===== config.mk =====
export PLATFORM = sky130hd
export DESIGN_NAME = awt_ctrl
export DESIGN_NICKNAME = d
export VERILOG_FILES = /design/src/rtl/awt_pkg.sv /design/src/rtl/awt_clk_div.sv /design/src/rtl/awt_result_mem.sv /design/src/rtl/awt_ctrl.sv
export SDC_FILE = /design/constraint.sdc
export NUM_CORES = 1
export LEC_CHECK = 0
export ABC_AREA = 1
export BUFFER_PORTS_ARGS = -buffer_cell sky130_fd_sc_hd__buf_2
export CAP_MARGIN = 20
export CORE_MARGIN = 10
export CORE_UTILIZATION = 40
export CTS_BUF_LIST = sky130_fd_sc_hd__clkbuf_8
export DETAILED_ROUTE_END_ITERATION = 10
export GPL_ROUTABILITY_DRIVEN = 1
export PLACE_DENSITY = 0.62
export SETUP_SLACK_MARGIN = 0.4
export SYNTH_ARGS = -nofsm -noshare
export SYNTH_HDL_FRONTEND = slang
export SYNTH_HIERARCHICAL = 1
export SYNTH_SLANG_ARGS = --single-unit

===== constraint.sdc =====
create_clock -name mclk -period 3.4 [get_ports mclk]
set_input_delay 0.34 -clock mclk [delete_from_list [all_inputs] [get_ports mclk]]
set_output_delay 0.34 -clock mclk [all_outputs]
set_load 0.01 [all_outputs]

===== src/rtl/awt_pkg.sv =====
// Package of constants and types for the converter watchdog and trigger control
package awt_pkg;
    // Data width of one result and each threshold
    localparam int DATA_W = 10;
    // Number of scan channels and buffer entries handled
    localparam int NUM_CH = 16;
    localparam int CH_W = 4;
    // Result buffer depths of the two product variants
    localparam logic [3:0] DEPTH_SMALL = 4'h8;
    localparam logic [3:0] DEPTH_LARGE = 4'hA;
    // Converter clock cycles per conversion
    localparam int CONV_CYCLES = 14;
    localparam logic [3:0] CONV_LAST = 4'(CONV_CYCLES - 1);
    // Settle interval equals one conversion interval
    localparam int SETTLE_CYCLES = CONV_CYCLES;
    // Trigger source select codes
    localparam logic [1:0] SRC_TIMER = 2'h0;
    localparam logic [1:0] SRC_PIN = 2'h1;
    // Prescaler select width and limit register reset values
    localparam int PRESC_W = 3;
    localparam logic [DATA_W-1:0] UPPER_RST = 10'h3FF;
    localparam logic [DATA_W-1:0] LOWER_RST = 10'h000;
    // Sequencer states
    typedef enum logic [2:0] {
        AWT_OFF,
        AWT_SETTLE,
        AWT_IDLE,
        AWT_CONV
    } awt_state_t;
endpackage


===== src/rtl/awt_clk_div.sv =====
// Prescaler that turns the master clock into converter clock enable pulses
`timescale 1ns/1ps
`default_nettype none
module awt_clk_div (
    // Clock and reset
    input wire logic mclk,
    input wire logic reset_n,
    // Divider select: divide by 2 to the power of sel
    input wire logic [awt_pkg::PRESC_W-1:0] presc_sel,
    // One-cycle enable pulse
    output logic conv_clk_en
);
    logic [7:0] cnt_r; // Free running count
    logic [7:0] cnt_nxt;
    logic [7:0] mask; // Wrap mask from the select

    ////////////////////////////////////////////////////////////////////
    // Next count and pulse at wrap
    always_comb begin
        mask = 8'(({1'b0, 8'hFF} >> (4'h8 - {1'b0, presc_sel})) & 9'h0FF);
        cnt_nxt = ((cnt_r & mask) == mask) ? 8'h00 : 8'(cnt_r + 8'h01);
        conv_clk_en = ((cnt_r & mask) == mask);
    end

    // Count register
    always_ff @(posedge mclk or negedge reset_n) begin
        if (!reset_n) begin
            cnt_r <= 8'h00;
        end else begin
            cnt_r <= cnt_nxt;
        end
    end
endmodule
`default_nettype wire


===== src/rtl/awt_result_mem.sv =====
// Small result buffer memory with registered read data
`timescale 1ns/1ps
`default_nettype none
module awt_result_mem (
    // Clock
    input wire logic mclk,
    // Write port
    input wire logic wr_en,
    input wire logic [awt_pkg::CH_W-1:0] wr_addr,
    input wire logic [awt_pkg::DATA_W-1:0] wr_data,
    // Read port
    input wire logic [awt_pkg::CH_W-1:0] rd_addr,
    output logic [awt_pkg::DATA_W-1:0] rd_data
);
    logic [awt_pkg::DATA_W-1:0] mem [awt_pkg::NUM_CH]; // Storage array

    ////////////////////////////////////////////////////////////////////
    // Write and registered read
    always_ff @(posedge mclk) begin
        if (wr_en) begin
            mem[wr_addr] <= wr_data;
        end
        rd_data <= mem[rd_addr];
    end
endmodule
`default_nettype wire


===== src/rtl/awt_ctrl.sv =====
// Converter control: triggering, timing, watchdog range checks and flags
//
// Functional notes
// (RULE_01) Single/continuous: watchdog always active, no enables
// (RULE_02) Flag set when result outside limits
// (RULE_03) Watchdog interrupt only when its enable set
// (RULE_04) Scan: enabled channels checked, per-channel status
// (RULE_05) Any status bit set sets global flag
// (RULE_06) Scan watchdog interrupt at sequence end
// (RULE_07) Software clears status bits then flag
// (RULE_08) Buffered mode: per-entry enables like scan
// (RULE_09) Trigger by pin rising edge or timer
// (RULE_10) Trigger enable gates; select picks source
// (RULE_11) Source high at enable powers converter
// (RULE_12) Software follows trigger setup order
// (RULE_13) Each qualifying trigger starts a conversion
// (RULE_14) Software clears trigger enable before halt
// (RULE_15) Software orders timer start and stop
// (RULE_16) One settle interval after power-on only
// (RULE_17) Fourteen cycles; then done flag, result held
// (RULE_18) Halt powers off; wait has no effect
// (RULE_19) Software repowers and waits after active-halt
// (RULE_20) No halt wake-up; interrupts exit wait
// (RULE_21) Done flag each conversion, optional interrupt; scan and buffered modes set it only at the end of the set
// (RULE_22) Watchdog interrupt keeps continuous running
// (RULE_23) Buffer depth eight or ten entries
// (RULE_24) First power-on wakes, second set starts
// (RULE_25) Repeat bit restarts conversion at finish
// (RULE_26) Scan channels zero up to last channel
// (RULE_27) Status and flags sticky until software clear
`timescale 1ns/1ps
`default_nettype none
module awt_ctrl (
    // Clock and reset
    input wire logic mclk,
    input wire logic reset_n,
    // Control bits from software
    input wire logic power_on_set, // Write pulse setting the power-on bit
    input wire logic power_on_clr, // Write pulse clearing the power-on bit
    input wire logic repeat_conv_en,
    input wire logic scan_en,
    input wire logic buffer_en,
    input wire logic buffer_depth_large, // High selects ten entries
    input wire logic [awt_pkg::CH_W-1:0] chan_sel,
    input wire logic [awt_pkg::PRESC_W-1:0] presc_sel,
    input wire logic ext_trigger_en,
    input wire logic [1:0] trigger_source_sel,
    input wire logic conv_done_irq_en,
    input wire logic range_alarm_irq_en,
    input wire logic [awt_pkg::DATA_W-1:0] upper_limit_reg,
    input wire logic [awt_pkg::DATA_W-1:0] lower_limit_reg,
    input wire logic [awt_pkg::NUM_CH-1:0] chan_range_check_en,
    // Software clear pulses, one bit per flag
    input wire logic [awt_pkg::NUM_CH-1:0] chan_range_status_clr,
    input wire logic range_alarm_flag_clr,
    input wire logic conv_done_clr,
    // Low power entry
    input wire logic halt_req,
    // Trigger sources
    input wire logic ext_trigger_pin,
    input wire logic timer_trigger_out,
    // Analog core result
    input wire logic [awt_pkg::DATA_W-1:0] analog_sample,
    // Buffer read access
    input wire logic [awt_pkg::CH_W-1:0] buf_rd_addr,
    output logic [awt_pkg::DATA_W-1:0] buf_rd_data,
    // Status outputs
    output logic converter_power_on,
    output logic conv_busy,
    output logic [awt_pkg::CH_W-1:0] cur_chan,
    output logic [awt_pkg::DATA_W-1:0] conv_data,
    output logic conv_done_flag,
    output logic range_alarm_flag,
    output logic [awt_pkg::NUM_CH-1:0] chan_range_status,
    // Interrupt request and wait-exit request
    output logic irq,
    output logic wait_wake
);
    ////////////////////////////////////////////////////////////////////
    // Declarations
    // Registered state and next values
    awt_pkg::awt_state_t state_r, state_nxt; // Sequencer state
    logic [3:0] cyc_r, cyc_nxt; // Converter clock count
    logic pwr_r, pwr_nxt; // Power-on bit
    logic [awt_pkg::CH_W-1:0] idx_r, idx_nxt; // Channel or buffer index
    logic [awt_pkg::DATA_W-1:0] data_r, data_nxt; // Held result
    logic done_r, done_nxt; // Done flag
    logic alarm_r, alarm_nxt; // Global range alarm flag
    logic [awt_pkg::NUM_CH-1:0] stat_r, stat_nxt; // Per-entry status
    logic alarm_irq_r, alarm_irq_nxt; // Pending alarm interrupt
    logic pin_d_r, trig_en_d_r; // Edge history
    // Decoded helpers
    logic conv_en; // Converter clock enable
    logic pin_rise; // Pin rising edge
    logic sel_level; // Selected source level
    logic trig_evt; // Qualifying trigger
    logic finish; // Conversion completes this cycle
    logic out_of_range; // Result outside limits
    logic seq_end; // Last of a scan or buffer set
    logic multi; // Scan or buffered mode
    logic [awt_pkg::CH_W-1:0] last_idx; // Last index of a set
    logic [awt_pkg::CH_W-1:0] mem_addr; // Buffer write address

    // Outside test, shared by single and multi modes
    function automatic logic outside(input logic [awt_pkg::DATA_W-1:0] v,
                                     input logic [awt_pkg::DATA_W-1:0] lo,
                                     input logic [awt_pkg::DATA_W-1:0] hi);
        outside = (v < lo) || (v > hi);
    endfunction

    ////////////////////////////////////////////////////////////////////
    // Converter clock prescaler
    awt_clk_div u_div (
        .mclk(mclk),
        .reset_n(reset_n),
        .presc_sel(presc_sel),
        .conv_clk_en(conv_en)
    );

    // Result buffer for scan and buffered modes
    awt_result_mem u_mem (
        .mclk(mclk),
        .wr_en(finish && multi),
        .wr_addr(mem_addr),
        .wr_data(analog_sample),
        .rd_addr(buf_rd_addr),
        .rd_data(buf_rd_data)
    );

    ////////////////////////////////////////////////////////////////////
    // Trigger decode
    always_comb begin
        // Edge against last sampled level
        pin_rise = ext_trigger_pin && !pin_d_r;
        // Source select picks pin or timer
        sel_level = (trigger_source_sel == awt_pkg::SRC_PIN) ? ext_trigger_pin
                                                               : timer_trigger_out; // see (RULE_10)
        // Pin edge or timer event, only while enabled
        trig_evt = ext_trigger_en && ((trigger_source_sel == awt_pkg::SRC_PIN) ? pin_rise
                                                                       : timer_trigger_out); // see (RULE_09)
        multi = scan_en || buffer_en;
        // Buffer depth per variant
        last_idx = scan_en ? chan_sel
                 : (buffer_depth_large ? 4'(awt_pkg::DEPTH_LARGE - 4'h1)
                                       : 4'(awt_pkg::DEPTH_SMALL - 4'h1)); // see (RULE_23)
        // Last cycle of a running conversion
        finish = (state_r == awt_pkg::AWT_CONV) && conv_en && (cyc_r == awt_pkg::CONV_LAST);
        // Range check on the sample taken now
        out_of_range = outside(analog_sample, lower_limit_reg, upper_limit_reg); // see (RULE_02)
        // Single conversions end every set
        seq_end = !multi || (idx_r == last_idx);
        mem_addr = idx_r;
    end

    ////////////////////////////////////////////////////////////////////
    // Sequencer and flag next values
    always_comb begin
        state_nxt = state_r;
        cyc_nxt = cyc_r;
        pwr_nxt = pwr_r;
        idx_nxt = idx_r;
        data_nxt = data_r;
        // Software clears; hardware sets below win
        done_nxt = done_r && !conv_done_clr;
        stat_nxt = stat_r & ~chan_range_status_clr; // see (RULE_27)
        alarm_nxt = alarm_r && !range_alarm_flag_clr;
        alarm_irq_nxt = alarm_irq_r && !range_alarm_flag_clr;
        // Source already high when trigger enable rises powers on
        if (ext_trigger_en && !trig_en_d_r && sel_level && !pwr_r) begin
            pwr_nxt = 1'b1; // see (RULE_11)
        end
        // Main sequence
        case (state_r)
            awt_pkg::AWT_OFF: begin
                // First set wakes the converter
                if (power_on_set || pwr_nxt) begin
                    pwr_nxt = 1'b1;
                    state_nxt = awt_pkg::AWT_SETTLE; // see (RULE_24)
                    cyc_nxt = 4'h0;
                end
            end
            awt_pkg::AWT_SETTLE: begin
                // One conversion interval of settling
                if (conv_en) begin
                    cyc_nxt = 4'(cyc_r + 4'h1);
                    // Last settle cycle
                    if (cyc_r == 4'(awt_pkg::SETTLE_CYCLES - 1)) begin
                        state_nxt = awt_pkg::AWT_IDLE; // see (RULE_16)
                    end
                end
            end
            awt_pkg::AWT_IDLE: begin
                // Second set or trigger starts; no further settling
                if (power_on_set || trig_evt) begin
                    state_nxt = awt_pkg::AWT_CONV; // see (RULE_13)
                    cyc_nxt = 4'h0;
                    idx_nxt = multi ? 4'h0 : chan_sel; // see (RULE_26)
                end
            end
            awt_pkg::AWT_CONV: begin
                // Count converter cycles
                if (conv_en) begin
                    cyc_nxt = 4'(cyc_r + 4'h1); // see (RULE_17)
                end
                // Result taken at the last cycle
                if (finish) begin
                    cyc_nxt = 4'h0;
                    data_nxt = analog_sample; // see (RULE_17)
                    if (!multi) begin
                        // Watchdog active without enables
                        if (out_of_range) begin
                            alarm_nxt = 1'b1; // see (RULE_01)
                            alarm_irq_nxt = 1'b1;
                        end
                        done_nxt = 1'b1; // see (RULE_21)
                    end else if (chan_range_check_en[idx_r] && out_of_range) begin
                        // Per-entry check; status also sets global flag
                        stat_nxt[idx_r] = 1'b1; // see (RULE_04) (RULE_08)
                        alarm_nxt = 1'b1; // see (RULE_05)
                    end
                    // End of a set or single conversion
                    if (seq_end) begin
                        if (multi) begin
                            done_nxt = 1'b1;
                            // Interrupt deferred to end of set
                            if (alarm_nxt) begin
                                alarm_irq_nxt = 1'b1; // see (RULE_06)
                            end
                        end
                        idx_nxt = multi ? 4'h0 : chan_sel;
                        // Repeat continues even with alarm pending
                        state_nxt = repeat_conv_en ? awt_pkg::AWT_CONV
                                                   : awt_pkg::AWT_IDLE; // see (RULE_25) (RULE_22)
                    end else begin
                        // Step to the next channel or entry
                        idx_nxt = 4'(idx_r + 4'h1); // see (RULE_26)
                    end
                end
            end
            default: begin
                // Unused codes fall back to off
                state_nxt = awt_pkg::AWT_OFF;
            end
        endcase
        // Power off by software or automatically before halt
        if (power_on_clr || halt_req) begin
            pwr_nxt = 1'b0; // see (RULE_18)
            state_nxt = awt_pkg::AWT_OFF;
            cyc_nxt = 4'h0;
        end
    end

    ////////////////////////////////////////////////////////////////////
    // State registers
    always_ff @(posedge mclk or negedge reset_n) begin
        if (!reset_n) begin
            state_r <= awt_pkg::AWT_OFF;
            cyc_r <= 4'h0;
            pwr_r <= 1'b0;
            idx_r <= 4'h0;
            data_r <= 10'h000;
            done_r <= 1'b0;
            alarm_r <= 1'b0;
            stat_r <= 16'h0000;
            alarm_irq_r <= 1'b0;
            // Edge history cleared
            pin_d_r <= 1'b0;
            trig_en_d_r <= 1'b0;
        end else begin
            state_r <= state_nxt;
            cyc_r <= cyc_nxt;
            pwr_r <= pwr_nxt;
            idx_r <= idx_nxt;
            data_r <= data_nxt;
            done_r <= done_nxt;
            alarm_r <= alarm_nxt;
            stat_r <= stat_nxt;
            alarm_irq_r <= alarm_irq_nxt;
            // Edge history
            pin_d_r <= ext_trigger_pin;
            trig_en_d_r <= ext_trigger_en;
        end
    end

    ////////////////////////////////////////////////////////////////////
    // Outputs
    always_comb begin
        // Status straight from registers
        converter_power_on = pwr_r;
        conv_busy = (state_r == awt_pkg::AWT_CONV);
        cur_chan = idx_r;
        conv_data = data_r;
        conv_done_flag = done_r;
        range_alarm_flag = alarm_r;
        chan_range_status = stat_r;
        // Alarm request gated by its enable
        irq = (alarm_irq_r && range_alarm_irq_en) || (done_r && conv_done_irq_en); // see (RULE_03)
        // Interrupts may exit wait; halt never woken
        wait_wake = irq && !halt_req; // see (RULE_20)
    end
endmodule
`default_nettype wire


## After elaboration in Yosys (flattened, before gate mapping)

Memory sizes are Yosys's and may differ from the RTL's. A register that Yosys moved wholly into a read port is not among the register bits.
Index checks and enable logic that the tools add are counted.

- Reductions and logical operators: 37
- Multiply operators: 0
- Bitwise gates (word level): 4
- Order comparisons: 4
- Equality and inequality tests: 15
- Add/subtract/negate cells: 4
- Div/mod/pow operators: 0
- Mux-type cells: 58
- Shift-type cells: 1

Operator list:

| kind | number |
|---|---|
| $mux 16 | 4 |
| $mux 4 | 11 |
| $mux 1 | 30 |
| $mux 3 | 7 |
| $and 16x16->16 | 1 |
| $logic_and 1x1->1 | 16 |
| $not 16->16 | 1 |
| $or 16x16->16 | 1 |
| $pmux 4 s4 | 1 |
| $ne 3x3->1 const B | 4 |
| $pmux 3 s4 | 1 |
| $gt 10x10->1 | 1 |
| $lt 10x10->1 | 1 |
| $add 4x1->4 const B | 2 |
| $add 8x1->8 const B | 1 |
| $and 8x8->8 | 1 |
| $eq 8x8->1 | 1 |
| $mux 8 | 1 |
| $pmux 4 s2 | 1 |
| $shr 8x4->8 const A | 1 |
| $logic_not 1->1 | 7 |
| $logic_or 1x1->1 | 7 |
| $eq 3x2->1 const B | 2 |
| $ne 3x1->1 const B | 2 |
| other kinds (17) | 18 |

- Latch bits: 0
- RAM bits: 160
- Word-level logic and storage cells: 136
- Output and inout port bits: 46
- Input bits: 91
- Bits in read-only memories: 0
- Memories: 1
- Bits in registers: 51

Memory list:

| name | words | width | rd ports | clocked after Yosys merged registers in | write ports | line | source |
|---|---|---|---|---|---|---|---|
| u_mem.mem | 16 | 10 | 1 | 1 | 1 | awt_result_mem.sv:15 | `logic [awt_pkg::DATA_W-1:0] mem [awt_pkg::NUM_CH];` |

## Depth between registers and ports, before layout

- Word-level depth: 13
- Mapped depth: 18
- Gate-level depth less buffers: 18

## Modules after synthesis

The synthesis kept the hierarchy.

By module, submodules not included:

| module | area an instance (µm²) | cells an instance | times used | sequential area each (µm²) |
|---|---|---|---|---|
| awt_result_mem | 7,179.4 | 682 | 1 | 5,004.8 |
| awt_ctrl | 3,155.5 | 455 | 1 | 1,051.0 |
| awt_clk_div | 509.2 | 68 | 1 | 200.2 |

## Worst setup path after synthesis

OpenSTA, ideal clock, no wires.

- Path kind: in2reg
- Start: input presc_sel[0] (netlist name)
- End: memory u_mem/mem[15][0] (netlist name), enable pin
- Required time: 3,024 ps
- Buffers on the path: 1
- Library setup time: 376 ps
- Slack: 346 ps
- Data arrival time: 2,677 ps
- Stages: 16
- Cells stage by stage: inv_1 > ha_1 > ha_1 > nand2_1 > nand2_1 > nand2_1 > nor2_1 > nand2_1 > nand2_4 > nand2_1 > nor3_2 > inv_2 > clkbuf_1 > nor2_1 > nand3_1 > nor2_1

- Word-level cells in the longest chain between the ends: 9

Ends and longest elaborated chain:

| what | line | source |
|---|---|---|
| start, declared | awt_ctrl.sv:45 | `input wire logic [awt_pkg::PRESC_W-1:0] presc_sel,` |
| $sub 4x3->4 * | awt_clk_div.sv:20 | `mask = 8'(({1'b0, 8'hFF} >> (4'h8 - {1'b0, presc_sel})) & 9'h0FF);` |
| $shr 8x4->8 * | awt_clk_div.sv:20 |  |
| $and 8x8->8 | awt_clk_div.sv:22 | `conv_clk_en = ((cnt_r & mask) == mask);` |
| $eq 8x8->1 * | awt_clk_div.sv:22 |  |
| net conv_en | awt_ctrl.sv:93 | `logic conv_en;` |
| $logic_and 1x1->1 * (2 in series) | awt_ctrl.sv:147 | `finish = (state_r == awt_pkg::AWT_CONV) && conv_en && (cyc_r == awt_pkg::CONV_LAST);` |
| $logic_and 1x1->1 * | awt_ctrl.sv:123 | `.wr_en(finish && multi),` |
| $mux 1 * | awt_result_mem.sv:20 | `if (wr_en) begin` |
| $mux 1 (implied by the code) * | awt_result_mem.sv:21 | `mem[wr_addr] <= wr_data;` |
| end, declared | awt_result_mem.sv:15 |  |

The timed path passes the listed nets; every way through them passes the cells marked *.

## Final worst setup path

- Start: input presc_sel[0] (netlist name)
- End: memory u_mem/mem[13][0] (netlist name), enable pin

The elaborated chain is that of the path after synthesis.

==> key figures <==
STA
  • Final Max Tran Viols: 0
  • Relative slew slack: 45.3%
  • Final period util: 70.8%
  • # setup viols final: 0
  • RSZ-0062 raised after global routing: false
  • Fin worst setup slack: 993 ps
  • Period minus WS final: 2410 ps
  • Max Clk Rate: 415 MHz
  • Worst Tran Pin Value: 820 ps
  • Hold WS: 50.2 ps
  • Final Skew: 17.8 ps
  • Hold Vio Cnt, Final: 0
  • Setup TNS: 0 ps

Route
  • DR vias: 8352
  • WL final: 29500 um
  • Drt drc: 0
  • DR vias/cell: 4.78
  • WL/cell: 16.9 um
  • DR iter-0 viols: 728
  • Post-route ant nets: 0
  • Drt pass-1 iters: 5

Logic synthesis
  • Library cells used by synthesis: 40
  • Async S/R FF share, synth: 22.7%
  • Top post-synthesis cells by count: nand2_1 (379), inv_1 (214), edfxtp_1 (160), nand3_1 (148), nor2_1 (54)
  • Post-synth EDFFs: 160
  • Post-Syn Area: 10800 sq um
  • Share of the synthesized area in the top cell type: 44.3%
  • Avg Cell Area, Syn: 9.00 sq um
  • Most instantiated library cell after synthesis: nand2_1
  • Post-synth top area cell: edfxtp_1
  • Syn_nets: 1330
  • Register area share after synthesis: 57.7%
  • Top post-synthesis cells by area: edfxtp_1 (44%), nand2_1 (13%), dfrtp_1 (12%)
  • Warnings from Yosys: 6
  • Primary FF master, synth: edfxtp_1
  • Synthesized instance count: 1205
  • Seq cells post-synth: 220

Layout
  • Final core utilization: 47.3%
  • # nets final: 1502
  • Layout area overhead: 17.0%
  • # fillers: 2596
  • Inserted Diodes: 0
  • Share of cells above drive strength 1: 18.1%

Worst setup path
  • Worst-path cell chain: buf_2 -> inv_1 -> ha_1 -> ha_1 -> nand2_1 -> nand2_1 -> nand2_1 -> nor2_1 -> nand2_1 -> nand2_4 -> nand2_1 -> nor3_2 -> inv_2 -> nor2_1 -> buf_4 -> nand3_1 -> nor2_1 -> buf_4
  • Worst Path Arrival: 2630 ps
  • Worst path slowest cell: ha_1
  • Crit path kind: in -> reg
  • Startpoint types: input pin
  • Worst-path fanout max: 14
  • CP endpoint kind: register
  • WP data required: 3630 ps
  • Crit-path max cell delay: 310 ps
  • Most common cell on crit path: nand2_1

Die
  • Die Area: 34100 sq um
  • Die X-Extent: 185 um
  • Boundary Pins: 137
  • Chip Height: 185 um
  • Starting Density: 40.5%
  • Core Region: 26800 sq um
  • Standard-cell rows: 60

Global route
  • Vias in the first global route: 8415
  • Pin count of the biggest net entering global routing: 81
  • First-pass GRT wire length: 45500 um
  • Initial antenna violation count: 0
  • All-layer global routing usage: 17.1%
  • Grt total ovfl: 0

CTS
  • CTS buffer count: 38
  • Sink Count: 220
  • Clock buffer depth: 3
  • CTS tree: done
  • Clock Pin Slew Worst Setup and Hold Paths: 60 ps
  • Clock root cell: clkbuf_8
  • # H-tree levels: 2
  • Clock Latency Late Sink: 520 ps

Power and ir drop
  • Peak VDD IR: 0.000435 V
  • Total power: 0.00654 W
  • PD cells: 516 nW/um^2
  • Lkg Pwr: 6.33 nW

Hold path
  • Worst min path class: in -> reg

Placement
  • PortBufs: 136
  • GPL Wtd Cong: 0.865
  • Pre-CTS setup slack: 454 ps
  • Hpwl dp: 20500 um

Run status
  • Status: finished clean

Job
  • Max-cap viol count: 0
==> power breakdown <==
part | total, W | switching (W) | leakage [nW] | internal, W
Clock | 0.00232 | 0.00104 | 0.423 | 0.00128
Sequential | 0.00311 | 0.000165 | 2.20 | 0.00295
Combinational | 0.00111 | 0.000755 | 3.71 | 0.000354
Total | 0.00654 | 0.00196 | 6.33 | 0.00458
==> per-stage QoR <==
stage / area [sq um] / cells
floorplan: 10800 / 1205
global placement: 11900 / 1674
detailed placement: 11900 / 1674
CTS: 12700 / 1746
global route: 12700 / 1746
finish: 12700 / 1746
==> timing repair <==
action                                 4_1_cts  5_1_grt
endpoints found under the hold margin       36        0
buffers inserted                             0        0
gates resized for setup                      0        0
hold buffers                                 4        0
==> registers in the layout (all words and copies together) (netlist names) <==
name / count
chan_range_status: 16
alarm_irq_r: 1
u_div/cnt_r: 8
u_mem/mem: 160
conv_data: 10
conv_done_flag: 1
state_r: 2
trig_en_d_r: 1
range_alarm_flag: 1
cyc_r: 4
converter_power_on: 1
cur_chan: 4
pin_d_r: 1
u_mem/rd_data: 10
==> worst max-delay path: cells and delay by family <==
kind / cells / cell delay [ps]
fa+ha+maj: 2 / 510
simple gates: 11 / 1210
buf+inv: 5 / 550
==> layout by cell type (no fill, tap or decap), types with 2 or more instances in the layout <==
cell / Yosys / layout
nand2_1: 379 / 379
inv_1: 214 / 225
edfxtp_1: 160 / 160
nand3_1: 148 / 148
buf_2: 18 / 136
nor2_1: 54 / 54
dfrtp_1: 50 / 50
clkbuf_8: 0 / 45
ha_1: 34 / 34
buf_4: 0 / 31
a21oi_1: 23 / 23
nand4_1: 22 / 22
inv_2: 19 / 19
dfxtp_1: 10 / 10
clkinv_1: 2 / 9
o21ai_1: 7 / 7
nand2_2: 4 / 4
nor2_2: 4 / 4
xor2_1: 4 / 4
dlygate4sd3_1: 0 / 4
nand2_4: 3 / 3
nand3b_1: 3 / 3
nor3_1: 3 / 3
clkinv_2: 0 / 3
inv_6: 2 / 2
nor2_4: 2 / 2
clkinv_4: 1 / 2
a21o_1: 2 / 2
o21a_1: 2 / 2
o22ai_1: 2 / 2
o21ai_0: 2 / 2
xnor2_1: 2 / 2
==> worst paths after layout <==
check                      slack [ps]  cells past startpoint                      from              endpoint
min in group asynchronous         450                      2                   reset_n           trig_en_d_r
max in group asynchronous        2200                      3                   reset_n          conv_data[6]
hold / removal                     50                      4  chan_range_status_clr[2]  chan_range_status[2]
hold reg to reg                   460                      2              conv_data[7]          conv_data[7]
setup / recovery                  990                     18              presc_sel[0]      u_mem/mem[13][0]
setup reg to reg                 1040                     14            u_div/cnt_r[3]      u_mem/mem[13][0]
==> per-layer routing <==
| metal | routed length (um) | GRT usage, % | part of all wire, % | vias to the layer above |
|---|---|---|---|---|
| li1 | - | - | - | 4167 |
| met2 | 12800 | 25.9 | 43 | 331 |
| met5 | 0 | 0 | 0 | - |
| met3 | 2460 | 4.92 | 8.4 | 57 |
| met1 | 13400 | 22.9 | 46 | 3797 |
| met4 | 756 | 6.21 | 2.6 | 0 |
==> logic make-up (layout without fill, tap and decap cells) <==
kind of cell,count (synthesis),in the layout,synth area share [%]
buf+inv,277,477,10.9
compound gates,43,43,2.32
xor+xnor,6,6,0.485
fa+ha+maj,34,34,3.92
simple gates,625,625,24.7
flops,220,220,57.7
==> area by class of cell <==
| cell class | instances | area, sq um | area share [%] |
|---|---|---|---|
| clock buffer | 45 | 619 | 4.88 |
| multi-input combinational | 708 | 3400 | 26.8 |
| tap | 341 | 427 | 3.36 |
| inverter | 238 | 908 | 7.16 |
| clock inverter | 23 | 121 | 0.957 |
| timing repair buffer | 171 | 953 | 7.51 |
| sequential | 220 | 6260 | 49.3 |
Note: power is estimated with default switching activity, not from simulation.
